$ cat src/feature_regs_pkg.sv
// Package of offsets, field positions and reset values for the feature and power register bank.
//------------------------------------------------------------------------------
//------------------------------------------------------------------------------
package feature_regs_pkg;

  // Register indices as printed; byte address is four times the index, two words each.
  localparam logic [11:0] IDX_FEATURE_ENABLE  = 12'h1a0;
  localparam logic [11:0] IDX_THERMAL_TARGET  = 12'h1a2;
  localparam logic [11:0] IDX_OFFCORE_SELECT  = 12'h1a6;
  localparam logic [11:0] IDX_POWER_COORD     = 12'h1aa;
  localparam logic [11:0] IDX_POWER_LIMIT     = 12'h1ad;

  // Field positions of the feature-enable register.
  localparam int BIT_PERFMON_AVAIL   = 7;
  localparam int BIT_BTS_UNAVAIL     = 11;
  localparam int BIT_PEBS_UNAVAIL    = 12;
  localparam int BIT_DFVS_ENABLE     = 16;
  localparam int BIT_MONITOR_WAIT    = 18;
  localparam int BIT_LIMIT_QUERY     = 22;
  localparam int BIT_TPR_MSG_DISABLE = 23;
  localparam int BIT_NX_DISABLE      = 34;
  localparam int BIT_TURBO_DISABLE   = 38;

  // Writable mask of the feature-enable register.
  localparam logic [63:0] FEATURE_RW_MASK = 64'h0000_0044_00c5_0000;

  // Thermal target field.
  localparam int THERMAL_LSB = 16;
  localparam int THERMAL_MSB = 23;

  // Power coordination fields.
  localparam int BIT_COORD_DISABLE = 0;
  localparam int BIT_EPB_ENABLE    = 1;
  localparam logic [63:0] COORD_RW_MASK = 64'h0000_0000_0000_0003;

  // Power limit fields.
  localparam int BIT_OVERRIDE_EN = 15;
  localparam logic [63:0] LIMIT_RW_MASK = 64'h0000_0000_0000_ffff;

  // Reset values of the writable registers.
  localparam logic [63:0] FEATURE_RESET = 64'h0000_0000_0001_0000;
  localparam logic [63:0] COORD_RESET   = 64'h0000_0000_0000_0000;
  localparam logic [63:0] LIMIT_RESET   = 64'h0000_0000_0000_0000;
  localparam logic [63:0] OFFCORE_RESET = 64'h0000_0000_0000_0000;

  // AXI responses.
  localparam logic [1:0] RESP_OKAY   = 2'h0;
  localparam logic [1:0] RESP_SLVERR = 2'h2;

endpackage : feature_regs_pkg

$ cat src/masked_reg64.sv
// One 64-bit software register with a writable mask and per-word byte strobes.
`timescale 1ns/1ps
module masked_reg64
  import feature_regs_pkg::*;
#(
  parameter logic [63:0] RW_MASK   = 64'h0,
  parameter logic [63:0] RESET_VAL = 64'h0
) (
  // Clock and reset.
  input  wire logic        clk_i,
  input  wire logic        rst_n_i,
  // Write port.
  input  wire logic        we_i,
  input  wire logic        hi_i,
  input  wire logic [3:0]  strb_i,
  input  wire logic [31:0] wdata_i,
  // Stored value.
  output logic      [63:0] q_o
);

  logic [63:0] bytemask;  // Bits addressed by this write.
  logic [63:0] wide_data; // Write data placed in the addressed half.

  // Spread the strobes over the addressed word.
  always_comb begin
    bytemask  = 64'h0;
    wide_data = 64'h0;
    for (int i = 0; i < 4; i++) begin
      if (hi_i) begin
        bytemask[32 + 8*i +: 8] = {8{strb_i[i]}};
      end else begin
        bytemask[8*i +: 8] = {8{strb_i[i]}};
      end
    end
    if (hi_i) begin
      wide_data[63:32] = wdata_i;
    end else begin
      wide_data[31:0] = wdata_i;
    end
  end

  // Reserved and read-only bits never take a write, so they stay at reset value.
  // reserved held
  always_ff @(posedge clk_i or negedge rst_n_i) begin
    if (!rst_n_i) begin
      q_o <= RESET_VAL & RW_MASK;
    end else if (we_i) begin
      q_o <= (q_o & ~(bytemask & RW_MASK)) | (wide_data & bytemask & RW_MASK);
    end
  end

endmodule : masked_reg64

$ cat src/feature_power_regs.sv
// Feature-enable and power register bank behind an AXI4-Lite slave.
`timescale 1ns/1ps
module feature_power_regs
  import feature_regs_pkg::*;
#(
  parameter int          ADDR_W = 16
) (
  // Clock and reset.
  input  wire logic              mclk_i,
  input  wire logic              rstn_i,
  // AXI4-Lite write address and data.
  input  wire logic [ADDR_W-1:0] s_axi_awaddr_i,
  input  wire logic              s_axi_awvalid_i,
  output logic                   s_axi_awready_o,
  input  wire logic [31:0]       s_axi_wdata_i,
  input  wire logic [3:0]        s_axi_wstrb_i,
  input  wire logic              s_axi_wvalid_i,
  output logic                   s_axi_wready_o,
  // AXI4-Lite write response.
  output logic [1:0]             s_axi_bresp_o,
  output logic                   s_axi_bvalid_o,
  input  wire logic              s_axi_bready_i,
  // AXI4-Lite read.
  input  wire logic [ADDR_W-1:0] s_axi_araddr_i,
  input  wire logic              s_axi_arvalid_i,
  output logic                   s_axi_arready_o,
  output logic [31:0]            s_axi_rdata_o,
  output logic [1:0]             s_axi_rresp_o,
  output logic                   s_axi_rvalid_o,
  input  wire logic              s_axi_rready_i,
  // Hardware status inputs, pins from other domains.
  input  wire logic              perfmon_avail_i,
  input  wire logic              bts_unavail_i,
  input  wire logic              pebs_unavail_i,
  input  wire logic [7:0]        thermal_target_i,
  input  wire logic              turbo_capable_i,
  input  wire logic              accel_capable_i,
  // Controls to the processor.
  output logic                   dynamic_freq_voltage_scaling_en_o,
  output logic                   monitor_wait_machine_en_o,
  output logic                   query_limit_en_o,
  output logic                   task_priority_update_msg_dis_o,
  output logic                   no_execute_page_dis_o,
  output logic                   turbo_disable_o,
  output logic                   accel_feature_flag_o,
  output logic                   hw_coord_disable_o,
  output logic                   energy_perf_bias_visible_o,
  output logic                   query_leaf6_ecx3_o,
  output logic [14:0]            package_power_limit_o,
  output logic                   power_override_en_o,
  output logic [63:0]            offcore_response_select_o
);

  // The decode reads address bits 13:2 and checks the bits above them are zero.
  if (ADDR_W < 15) begin : g_addr_check
    $error("ADDR_W too small for the register map");
  end

  //----------------------------------------------------------------------------
  // Reset and input synchronisers
  //----------------------------------------------------------------------------

  logic       rst_meta_r;   // First reset stage.
  logic       rst_n_r;      // Released reset used everywhere.
  logic [12:0] sts_meta_r;  // First stage of the status inputs.
  logic [12:0] sts_r;       // Synchronised status inputs.

  // Release reset through two flops so release is clean.
  always_ff @(posedge mclk_i or negedge rstn_i) begin
    if (!rstn_i) begin
      rst_meta_r <= 1'b0;
      rst_n_r    <= 1'b0;
    end else begin
      rst_meta_r <= 1'b1;
      rst_n_r    <= rst_meta_r;
    end
  end

  // Status pins come from other logic; two flops before any use. The chain has no
  // reset, so it is already filled when reset lifts and the turbo strap is valid.
  always_ff @(posedge mclk_i) begin
    sts_meta_r <= {perfmon_avail_i, accel_capable_i, turbo_capable_i, thermal_target_i,
                   pebs_unavail_i, bts_unavail_i};
    sts_r      <= sts_meta_r;
  end

  logic       turbo_cap_s;  // Synchronised turbo capability strap.
  logic       accel_cap_s;  // Synchronised acceleration capability.
  logic [7:0] thermal_s;    // Synchronised thermal target.

  assign accel_cap_s = sts_r[11];
  assign turbo_cap_s = sts_r[10];
  assign thermal_s   = sts_r[9:2];

  //----------------------------------------------------------------------------
  // AXI4-Lite write channel
  //----------------------------------------------------------------------------

  logic [ADDR_W-1:0] aw_addr_r;  // Latched write address.
  logic              aw_full_r;  // Write address held.
  logic [31:0]       w_data_r;   // Latched write data.
  logic [3:0]        w_strb_r;   // Latched strobes.
  logic              w_full_r;   // Write data held.
  logic              bvalid_r;   // Write response pending.
  logic [1:0]        bresp_r;    // Write response code.
  logic              wr_go;      // Both halves present: perform the write.

  assign s_axi_awready_o = !aw_full_r && !bvalid_r;
  assign s_axi_wready_o  = !w_full_r && !bvalid_r;
  assign s_axi_bvalid_o  = bvalid_r;
  assign s_axi_bresp_o   = bresp_r;
  assign wr_go           = aw_full_r && w_full_r && !bvalid_r;

  // Capture address and data in either order.
  always_ff @(posedge mclk_i or negedge rst_n_r) begin
    if (!rst_n_r) begin
      aw_addr_r <= '0;
      aw_full_r <= 1'b0;
      w_data_r  <= 32'h0;
      w_strb_r  <= 4'h0;
      w_full_r  <= 1'b0;
    end else begin
      if (s_axi_awvalid_i && s_axi_awready_o) begin
        aw_addr_r <= s_axi_awaddr_i;
        aw_full_r <= 1'b1;
      end else if (wr_go) begin
        aw_full_r <= 1'b0;
      end
      if (s_axi_wvalid_i && s_axi_wready_o) begin
        w_data_r <= s_axi_wdata_i;
        w_strb_r <= s_axi_wstrb_i;
        w_full_r <= 1'b1;
      end else if (wr_go) begin
        w_full_r <= 1'b0;
      end
    end
  end

  //----------------------------------------------------------------------------
  // Address decode
  //----------------------------------------------------------------------------

  // Decode a byte address into a one-hot select of the register whose low word it addresses.
  function automatic logic [4:0] decode(input logic [ADDR_W-1:0] a);
    logic [11:0] idx;
    logic [4:0]  sel;
    idx = a[13:2];
    sel = 5'h0;
    if (a[ADDR_W-1:14] == '0) begin
      if (idx == IDX_FEATURE_ENABLE) sel = 5'h01;
      if (idx == IDX_THERMAL_TARGET) sel = 5'h02;
      if (idx == IDX_OFFCORE_SELECT) sel = 5'h04;
      if (idx == IDX_POWER_COORD)    sel = 5'h08;
      if (idx == IDX_POWER_LIMIT)    sel = 5'h10;
    end
    return sel;
  endfunction : decode

  // Each register is one index; upper 32 bits at the following word index.
  // Hence the high half is taken from the index one above.
  function automatic logic [4:0] decode_any(input logic [ADDR_W-1:0] a, output logic hi);
    logic [4:0] lo_sel;
    lo_sel = decode(a);
    hi = 1'b0;
    if (lo_sel == 5'h0) begin
      lo_sel = decode(a - ADDR_W'(4));
      hi = (lo_sel != 5'h0);
    end
    return lo_sel;
  endfunction : decode_any

  logic [4:0] wsel;  // Selected register for writes.
  logic       whi;   // Upper half write.

  always_comb begin
    whi  = 1'b0;
    wsel = decode_any(aw_addr_r, whi);
  end

  // Response: OKAY on a mapped register, SLVERR elsewhere.
  always_ff @(posedge mclk_i or negedge rst_n_r) begin
    if (!rst_n_r) begin
      bvalid_r <= 1'b0;
      bresp_r  <= RESP_OKAY;
    end else if (wr_go) begin
      bvalid_r <= 1'b1;
      bresp_r  <= (wsel == 5'h0) ? RESP_SLVERR : RESP_OKAY;
    end else if (s_axi_bready_i) begin
      bvalid_r <= 1'b0;
    end
  end

  //----------------------------------------------------------------------------
  // Registers
  //----------------------------------------------------------------------------

  logic [63:0] feat_q;     // Writable feature-enable bits.
  logic [63:0] off_q;      // Off-core response select.
  logic [63:0] coord_q;    // Power coordination control.
  logic [63:0] limit_q;    // Power/current limit.
  logic        turbo_dis_r; // Turbo-disable bit.
  logic        strap_done_r; // Power-on turbo value captured.

  masked_reg64 #(.RW_MASK(FEATURE_RW_MASK), .RESET_VAL(FEATURE_RESET)) u_feat (
    .clk_i   (mclk_i),
    .rst_n_i (rst_n_r),
    .we_i    (wr_go && wsel[0]),
    .hi_i    (whi),
    .strb_i  (w_strb_r),
    .wdata_i (w_data_r),
    .q_o     (feat_q)
  );

  masked_reg64 #(.RW_MASK(64'hffff_ffff_ffff_ffff), .RESET_VAL(OFFCORE_RESET)) u_off (
    .clk_i   (mclk_i),
    .rst_n_i (rst_n_r),
    .we_i    (wr_go && wsel[2]),
    .hi_i    (whi),
    .strb_i  (w_strb_r),
    .wdata_i (w_data_r),
    .q_o     (off_q)
  );

  masked_reg64 #(.RW_MASK(COORD_RW_MASK), .RESET_VAL(COORD_RESET)) u_coord (
    .clk_i   (mclk_i),
    .rst_n_i (rst_n_r),
    .we_i    (wr_go && wsel[3]),
    .hi_i    (whi),
    .strb_i  (w_strb_r),
    .wdata_i (w_data_r),
    .q_o     (coord_q)
  );

  masked_reg64 #(.RW_MASK(LIMIT_RW_MASK), .RESET_VAL(LIMIT_RESET)) u_limit (
    .clk_i   (mclk_i),
    .rst_n_i (rst_n_r),
    .we_i    (wr_go && wsel[4]),
    .hi_i    (whi),
    .strb_i  (w_strb_r),
    .wdata_i (w_data_r),
    .q_o     (limit_q)
  );

  // The turbo-disable bit loads the capability strap once after release,
  // because an async reset may only load a constant.
  // power-on shows capability
  always_ff @(posedge mclk_i or negedge rst_n_r) begin
    if (!rst_n_r) begin
      turbo_dis_r  <= 1'b0;
      strap_done_r <= 1'b0;
    end else if (!strap_done_r) begin
      turbo_dis_r  <= turbo_cap_s;
      strap_done_r <= 1'b1;
    end else if (wr_go && wsel[0] && whi && w_strb_r[0]) begin
      turbo_dis_r <= w_data_r[BIT_TURBO_DISABLE - 32];
    end
  end

  //----------------------------------------------------------------------------
  // Read views and outputs
  //----------------------------------------------------------------------------

  logic [63:0] feat_view;     // Full feature-enable read value.
  logic [63:0] thermal_view;  // Thermal target read value.

  // Read-only bits are taken from hardware, never from stored writes.
  // read-only from hardware
  always_comb begin
    feat_view = feat_q;
    feat_view[BIT_PERFMON_AVAIL] = sts_r[12];
    feat_view[BIT_BTS_UNAVAIL] = sts_r[0];
    feat_view[BIT_PEBS_UNAVAIL] = sts_r[1];
    feat_view[BIT_TURBO_DISABLE] = turbo_dis_r;
    thermal_view = 64'h0;
    thermal_view[THERMAL_MSB:THERMAL_LSB] = thermal_s;
  end

  // Control outputs follow the stored bits directly, except the acceleration flag, which also needs accel_cap_s.
  // monitor wait enable
  assign monitor_wait_machine_en_o         = feat_q[BIT_MONITOR_WAIT];
  assign dynamic_freq_voltage_scaling_en_o = feat_q[BIT_DFVS_ENABLE];
  assign query_limit_en_o                  = feat_q[BIT_LIMIT_QUERY];
  assign task_priority_update_msg_dis_o    = feat_q[BIT_TPR_MSG_DISABLE];
  assign no_execute_page_dis_o             = feat_q[BIT_NX_DISABLE];
  assign turbo_disable_o                   = turbo_dis_r;
  assign accel_feature_flag_o              = accel_cap_s && !turbo_dis_r;
  assign hw_coord_disable_o                = coord_q[BIT_COORD_DISABLE];
  assign energy_perf_bias_visible_o        = coord_q[BIT_EPB_ENABLE];
  assign query_leaf6_ecx3_o                = coord_q[BIT_EPB_ENABLE];
  assign package_power_limit_o             = limit_q[14:0];
  assign power_override_en_o               = limit_q[BIT_OVERRIDE_EN];
  assign offcore_response_select_o         = off_q;

  //----------------------------------------------------------------------------
  // AXI4-Lite read channel
  //----------------------------------------------------------------------------

  logic [4:0]  rsel;     // Selected register for reads.
  logic        rhi;      // Upper half read.
  logic [63:0] rword;    // Selected 64-bit value.
  logic        rvalid_r; // Read data pending.

  assign s_axi_arready_o = !rvalid_r;
  assign s_axi_rvalid_o  = rvalid_r;

  // Select the register; unmapped reads give zero.
  // reserved reads zero
  always_comb begin
    rhi   = 1'b0;
    rsel  = decode_any(s_axi_araddr_i, rhi);
    rword = 64'h0;
    unique case (rsel)
      5'h01:   rword = feat_view;
      5'h02:   rword = thermal_view;
      5'h04:   rword = off_q;
      5'h08:   rword = coord_q;
      5'h10:   rword = limit_q;
      default: rword = 64'h0;
    endcase
  end

  // Answer one cycle after the address is taken.
  always_ff @(posedge mclk_i or negedge rst_n_r) begin
    if (!rst_n_r) begin
      rvalid_r      <= 1'b0;
      s_axi_rdata_o <= 32'h0;
      s_axi_rresp_o <= RESP_OKAY;
    end else if (s_axi_arvalid_i && !rvalid_r) begin
      rvalid_r      <= 1'b1;
      s_axi_rdata_o <= rhi ? rword[63:32] : rword[31:0];
      s_axi_rresp_o <= (rsel == 5'h0) ? RESP_SLVERR : RESP_OKAY;
    end else if (s_axi_rready_i) begin
      rvalid_r <= 1'b0;
    end
  end

endmodule : feature_power_regs

$ cat config.mk
export PLATFORM = sky130hd
export DESIGN_NAME = feature_power_regs
export DESIGN_NICKNAME = d
export VERILOG_FILES = /design/src/feature_regs_pkg.sv /design/src/masked_reg64.sv /design/src/feature_power_regs.sv
export SDC_FILE = /design/constraint.sdc
export NUM_CORES = 1
export LEC_CHECK = 0
export BUFFER_PORTS_ARGS = -buffer_cell sky130_fd_sc_hd__buf_4
export CELL_PAD_IN_SITES_DETAIL_PLACEMENT = 0
export CELL_PAD_IN_SITES_GLOBAL_PLACEMENT = 1
export CORE_ASPECT_RATIO = 0.7
export CORE_UTILIZATION = 39
export CTS_BUF_LIST = sky130_fd_sc_hd__clkbuf_4
export DETAILED_ROUTE_END_ITERATION = 8
export PLACE_DENSITY_LB_ADDON = 0.25
export SYNTH_ARGS = -nofsm -noshare
export SYNTH_HDL_FRONTEND = slang
export SYNTH_SLANG_ARGS = --single-unit
$ cat constraint.sdc
create_clock -name mclk_i -period 5.5 [get_ports mclk_i]
set_input_delay 0.55 -clock mclk_i [delete_from_list [all_inputs] [get_ports mclk_i]]
set_output_delay 0.55 -clock mclk_i [all_outputs]
set_load 0.02 [all_outputs]
Word level (Yosys, flattened, before mapping)
Cells that the tools add are included.
{"block": "word_totals", "reg_bits": 378, "input_bits": 88, "output_inout_bits": 131, "word_cells": 147}
{"block": "classes", "add_sub_neg": 2, "eq_ne": 26, "muxes": 53, "bitwise_logic": 13, "reduce_logical": 33}
{"operator": "64-bit bitwise AND", "n": 5}
{"operator": "64-bit case mux with 5 select lines", "n": 1}
{"operator": "12-bit by 9-bit == test with 1-bit output, second input constant", "n": 20}
{"operator": "5-bit 2-to-1 mux", "n": 24}
{"operator": "32-bit 2-to-1 mux", "n": 3}
{"operator": "8-bit 2-to-1 mux", "n": 8}
{"operator": "16-bit NOT with 64-bit output", "n": 1}
{"operator": "2-bit NOT with 64-bit output", "n": 1}
{"operator": "39-bit NOT with 64-bit output", "n": 1}
{"operator": "64-bit NOT", "n": 1}
{"operator": "64-bit by 16-bit OR with 64-bit output", "n": 1}
{"operator": "64-bit by 2-bit OR with 64-bit output", "n": 1}
{"operator": "64-bit by 39-bit OR with 64-bit output", "n": 1}
{"operator": "64-bit OR", "n": 1}
{"operator": "16-bit by 3-bit subtractor with 16-bit output, second input constant", "n": 2}
{"operator": "5-bit logical NOT", "n": 4}
{"operator": "1-bit 2-to-1 mux", "n": 15}
{"operator": "1-bit logical AND", "n": 14}
{"operator": "5-bit nonzero test", "n": 2}
{"operator": "2-bit logical NOT", "n": 4}
{"operator": "2-bit nonzero test", "n": 4}
{"operator": "5-bit by 1-bit == test with 1-bit output, second input constant", "n": 1}
{"operator": "5-bit by 2-bit == test with 1-bit output, second input constant", "n": 1}
{"operator": "5-bit by 3-bit == test with 1-bit output, second input constant", "n": 1}
{"operator": "other kinds (5)", "n": 10}

Logic depth before layout (Yosys ltp)
{"block": "depth", "word_depth": 15, "depth_mapped": 9, "depth_no_buf": 6}

Cells and area by module
A second synthesis with hierarchy kept.
{"block": "unflattened", "cells_unflattened": 1092, "area_unflattened_um2": 11674.9}
{"module": "feature_power_regs", "n_inst": 1, "cells_each": 730, "area_per_inst_um2": 6915.4, "seq_area_each_um2": 2822.7}
{"module": "masked_reg64 (u_off)", "n_inst": 1, "cells_each": 138, "area_per_inst_um2": 2502.4, "seq_area_each_um2": 1601.5}
{"module": "masked_reg64 (u_limit)", "n_inst": 1, "cells_each": 83, "area_per_inst_um2": 984.7, "seq_area_each_um2": 400.4}
{"module": "masked_reg64 (u_feat)", "n_inst": 1, "cells_each": 73, "area_per_inst_um2": 703.2, "seq_area_each_um2": 151.4}
{"module": "masked_reg64 (u_coord)", "n_inst": 1, "cells_each": 68, "area_per_inst_um2": 569.3, "seq_area_each_um2": 50.0}

Least setup slack after synthesis
OpenSTA, ideal clock, no wires.
{"block": "synth_path", "path_kind": "input -> register", "start": "input s_axi_araddr_i[8]", "end": "register s_axi_rdata_o[18]", "setup_ns": 0.101, "arrival_ns": 2.901, "required_ns": 5.399, "slack_ns": 2.498, "path_stages": 8, "n_path_buf": 2, "path_cell_list": "or4_1 -> buf_2 -> or4_4 -> a2111oi_4 -> or2_2 -> buf_6 -> a21oi_1 -> o32ai_1"}
{"block": "synth_between", "elab_chain_len": 13, "word_cells_on_any_way": 36, "cone_classes": "add/sub: 1; eq/ne: 15; mux: 17; reduce/logical: 3"}
{"element": "start: declaration", "line_no": "feature_power_regs.sv:24", "text": "input wire logic [ADDR_W-1:0] s_axi_araddr_i,"}
{"element": "16-bit by 3-bit subtractor with 16-bit output", "line_no": "feature_power_regs.sv:166", "text": "lo_sel = decode(a - ADDR_W'(4));"}
{"element": "12-bit by 9-bit == test with 1-bit output", "line_no": "feature_power_regs.sv:150", "text": "if (idx == IDX_FEATURE_ENABLE) sel = 5'h01;"}
{"element": "1-bit 2-to-1 mux", "line_no": "feature_power_regs.sv:150"}
{"element": "5-bit 2-to-1 mux", "line_no": "feature_power_regs.sv:151", "text": "if (idx == IDX_THERMAL_TARGET) sel = 5'h02;"}
{"element": "5-bit 2-to-1 mux", "line_no": "feature_power_regs.sv:152", "text": "if (idx == IDX_OFFCORE_SELECT) sel = 5'h04;"}
{"element": "5-bit 2-to-1 mux", "line_no": "feature_power_regs.sv:153", "text": "if (idx == IDX_POWER_COORD) sel = 5'h08;"}
{"element": "5-bit 2-to-1 mux", "line_no": "feature_power_regs.sv:154", "text": "if (idx == IDX_POWER_LIMIT) sel = 5'h10;"}
{"element": "5-bit 2-to-1 mux", "line_no": "feature_power_regs.sv:149", "text": "if (a[ADDR_W-1:14] == '0) begin"}
{"element": "5-bit 2-to-1 mux (2 in a row)", "line_no": "feature_power_regs.sv:165", "text": "if (lo_sel == 5'h0) begin"}
{"element": "5-bit == test (tied with other cells)", "line_no": "feature_power_regs.sv:312", "text": "unique case (rsel)"}
{"element": "64-bit case mux with 5 select lines", "line_no": "feature_power_regs.sv:312"}
{"element": "32-bit 2-to-1 mux *", "line_no": "feature_power_regs.sv:330", "text": "s_axi_rdata_o <= rhi ? rword[63:32] : rword[31:0];"}
{"element": "end signal: assignment", "line_no": "feature_power_regs.sv:330"}
{"element": "end: declaration", "line_no": "feature_power_regs.sv:27", "text": "output logic [31:0] s_axi_rdata_o,"}
Mark *: on every way between the ends. The rest lies on a longest branch, timed or not. The select of a mux whose other input is x is not followed.
A chain may end at the register's enable or synchronous reset.

Worst setup path in the final report
{"block": "layout_path", "start": "input s_axi_araddr_i[8]", "end": "register s_axi_rdata_o[3]"}
Same word-level chain as after synthesis.

==> metrics.txt <==
Achievable Freq ~270 MHz; first-pass GRT wire length roughly 35 mm; syn_area_per_cell around 13 um^2; register share of total power 0.501; most frequent CP cell buf_4; num rows 44; Initial Utilization 0.397; WL/cell roughly 19 um; met2 wire length between 9 and 10 mm; Final ANT Viol Nets 0; critical path class in -> reg; maxcap violations 0; RSZ-0062 raised after global routing no; cell count after synthesis 640; Clock Power Share 0.332; Worst Setup End Kind flip-flop; Clock transition at path regs roughly 0.06 ns; largest net degree at the start of global routing 86; setup TNS 0 ns; pwr dens 357 nW/um^2; P_int 2.80 mW; post-layout util 0.528; crit path cell chain buf_4, or4_1, or4_4, a2111oi_4, buf_4, or2_2, nor2b_1, a221o_1; Critical R2R Launch aw_addr_r[14]; overall power between 3 and 4 mW; worst skew pair latency 0.63 ns; HP Class in -> reg; diodes inserted 0; initial antenna violation count 0; commonest cells in the synthesized netlist dfrtp_1 (178), mux2_2 (135), nand2_1 (64); metal1 wirelength roughly 10 mm; Detailed Routing Iterations Pass 1 4; Leakage between 5 and 6 nW; main area contributors after synthesis dfrtp_1 (54%), mux2_2 (18%), dfxtp_1 (6.3%); Clock Sinks between 200 and 250; xor/xnor share of the synthesized area 0.00213; Area Growth Syn to Fin 32.9%; FF-to-FF path depth 5; number of buffer cells added on primary ports 212; area share of the largest cell type after synthesis 0.542; Slew HR 0.233; Primary FF master, synth dfrtp_1; GRT Residual Overflow 0; Top Metal Used met4; Mapped Area about 8200 um^2; GP Congestion ~0.81; worst-margin pin slew ~1.1 ns; die height 123 um; # fillers 1863; cell accounting for the most synthesized area dfrtp_1; Cells on Worst Hold Path 2; number of global-route vias before repair 6275; TritonCTS clock tree built; Hold Path Sink s_axi_bvalid_o; post-synthesis simple-gate area fraction 0.0928; mux cell area share after synthesis 0.201; Longest Clk Path Bufs 3; Worst R2R Setup Slack around 2.5 ns; Post-DP HPWL ~15 mm; skew final 0.0324 ns; Sw Share 0.282; IO Pins roughly 220; final setup fails 0; Core Region about 21000 um^2; worst vdd ir about 0.32 mV; synthesized flop and latch total approximately 200; Post-CTS Setup Inserts 0; Post-Route WL roughly 23 mm; HP Start s_axi_bready_i; sequential area share after synthesis 0.608; top-count cell post-synth dfrtp_1; Synth warnings 0; Post-synth EDFFs 0; slowest stage cell, crit path nor2b_1; Req. time, crit path 6.05 ns; DR vias/cell approximately 5.1; H-tree levels 2; startpoint types input port; DR WL met3 approximately 1.9 mm; dpl ws 1.22 ns; Comb pwr share 0.167; number of nets in the layout between 900 and 1000; final routed DRC violation total 0; net switching power roughly 1.1 mW; max-slew violations 0; Resized Gates After CTS 0; largest family of logic cells by synthesized area multiplexers; asr flop ratio synth 0.873; Synth Area in Compound Gates 0.0765; status complete, no violations; CP max FO 27; final hold vios 0; Clock Tree Root clkbuf_4; die width approximately 180 um; adder-cell share of the synthesized area 0; setup ws final ~1.9 ns; initial DRC count ~330; Worst path max stage delay between 0.8 and 0.9 ns; Tcrit/Tclk final 0.661; Cell variety after synth 47; ratio of cells with drive above 1 in the final layout 0.479; Num CTS Buffers 51; die footprint 21700 um^2; vias between 6000 and 7000; CP Data Arrival Time roughly 4.2 ns; gr usage total 0.212; Period minus WS final roughly 3.6 ns
-- worst max-delay path by stage --
stage	slack (ns)	depth (start not counted)	start	end
6_report	1.86	8	s_axi_araddr_i[8]	s_axi_rdata_o[3]
5_1_grt	1.72	8	s_axi_araddr_i[8]	s_axi_rdata_o[14]
4_1_cts	1.91	8	s_axi_araddr_i[8]	s_axi_rdata_o[4]
3_5_place_dp	1.22	8	s_axi_araddr_i[8]	s_axi_rdata_o[13]
3_3_place_gp	1.33	8	s_axi_araddr_i[8]	s_axi_rdata_o[5]
2_1_floorplan	0.14	0	rst_n_r	asynchronous set/reset pin
-- cell type report --
class | count | area, um^2 | area share
inverters | 6 | 22.5 | 0.00206
multi-input cells | 402 | 3090 | 0.283
clock buffers | 81 | 608 | 0.0557
clock inverters | 9 | 61.3 | 0.00561
flip-flops and latches | 205 | 5000 | 0.458
well taps | 276 | 345 | 0.0316
repair buffers | 234 | 1790 | 0.164
-- layout by cell type, fill, tap and decap left out, types with 13 or more instances in the layout --
cell type      netlist  routed
buf_4                3     220
dfrtp_1            178     177
mux2_2             135     135
clkbuf_4             0      81
nand2_1             64      64
nor2_1              26      26
dfxtp_1             26      26
nand3_1             23      23
o21ai_0             18      18
dlygate4sd3_1        0      14
a21oi_1             13      13
mux2i_1             13      13
-- cells by family after synthesis --
family | Yosys count
compound gates | 90
xor+xnor | 2
buf+inv | 35
flops | 205
mux | 148
other cells | 2
simple gates | 158
-- through the flow --
stage	instance area (um^2)	std cells	hold slack (ns)
floorplan	8230	642	0.254
global placement	10100	1109	0.289
detailed placement	10100	1109	0.297
CTS	10900	1213	0.0276
global route	10900	1213	0.0527
finish	10900	1213	0.0999
-- critical path, delay by kind of cell --
family	cells	cell delay [ns]
AOI/OAI and AO/OA	2	0.63
buffers and inverters	2	0.50
and+or+nand+nor	4	2.49
-- power by group through the flow --
| stage | combinational [mW] | clock [mW] | sequential [mW] |
|---|---|---|---|
| final | 0.653 | 1.30 | 1.95 |
| after global routing | 0.715 | 1.44 | 2.00 |
| after CTS | 0.664 | 1.35 | 1.95 |
| after detailed placement | 0.654 | 0 | 1.98 |
| after global placement | 0.631 | 0 | 1.96 |
| after floorplan | 0.430 | 0 | 1.95 |
-- layer usage --
metal | vias to the layer above | track usage
met5 | - | 0
met4 | 0 | 0.0668
met3 | 32 | 0.0698
met2 | 234 | 0.318
met1 | 3056 | 0.290
li1 | 2865 | -
-- timing repair --
| action | in CTS | in global routing |
|---|---|---|
| hold buffers | 14 | 0 |
| endpoints found under the setup margin | 0 | 0 |
| hold endpoints to repair | 15 | 0 |
No activity file was read; power rests on OpenSTA's default activity.
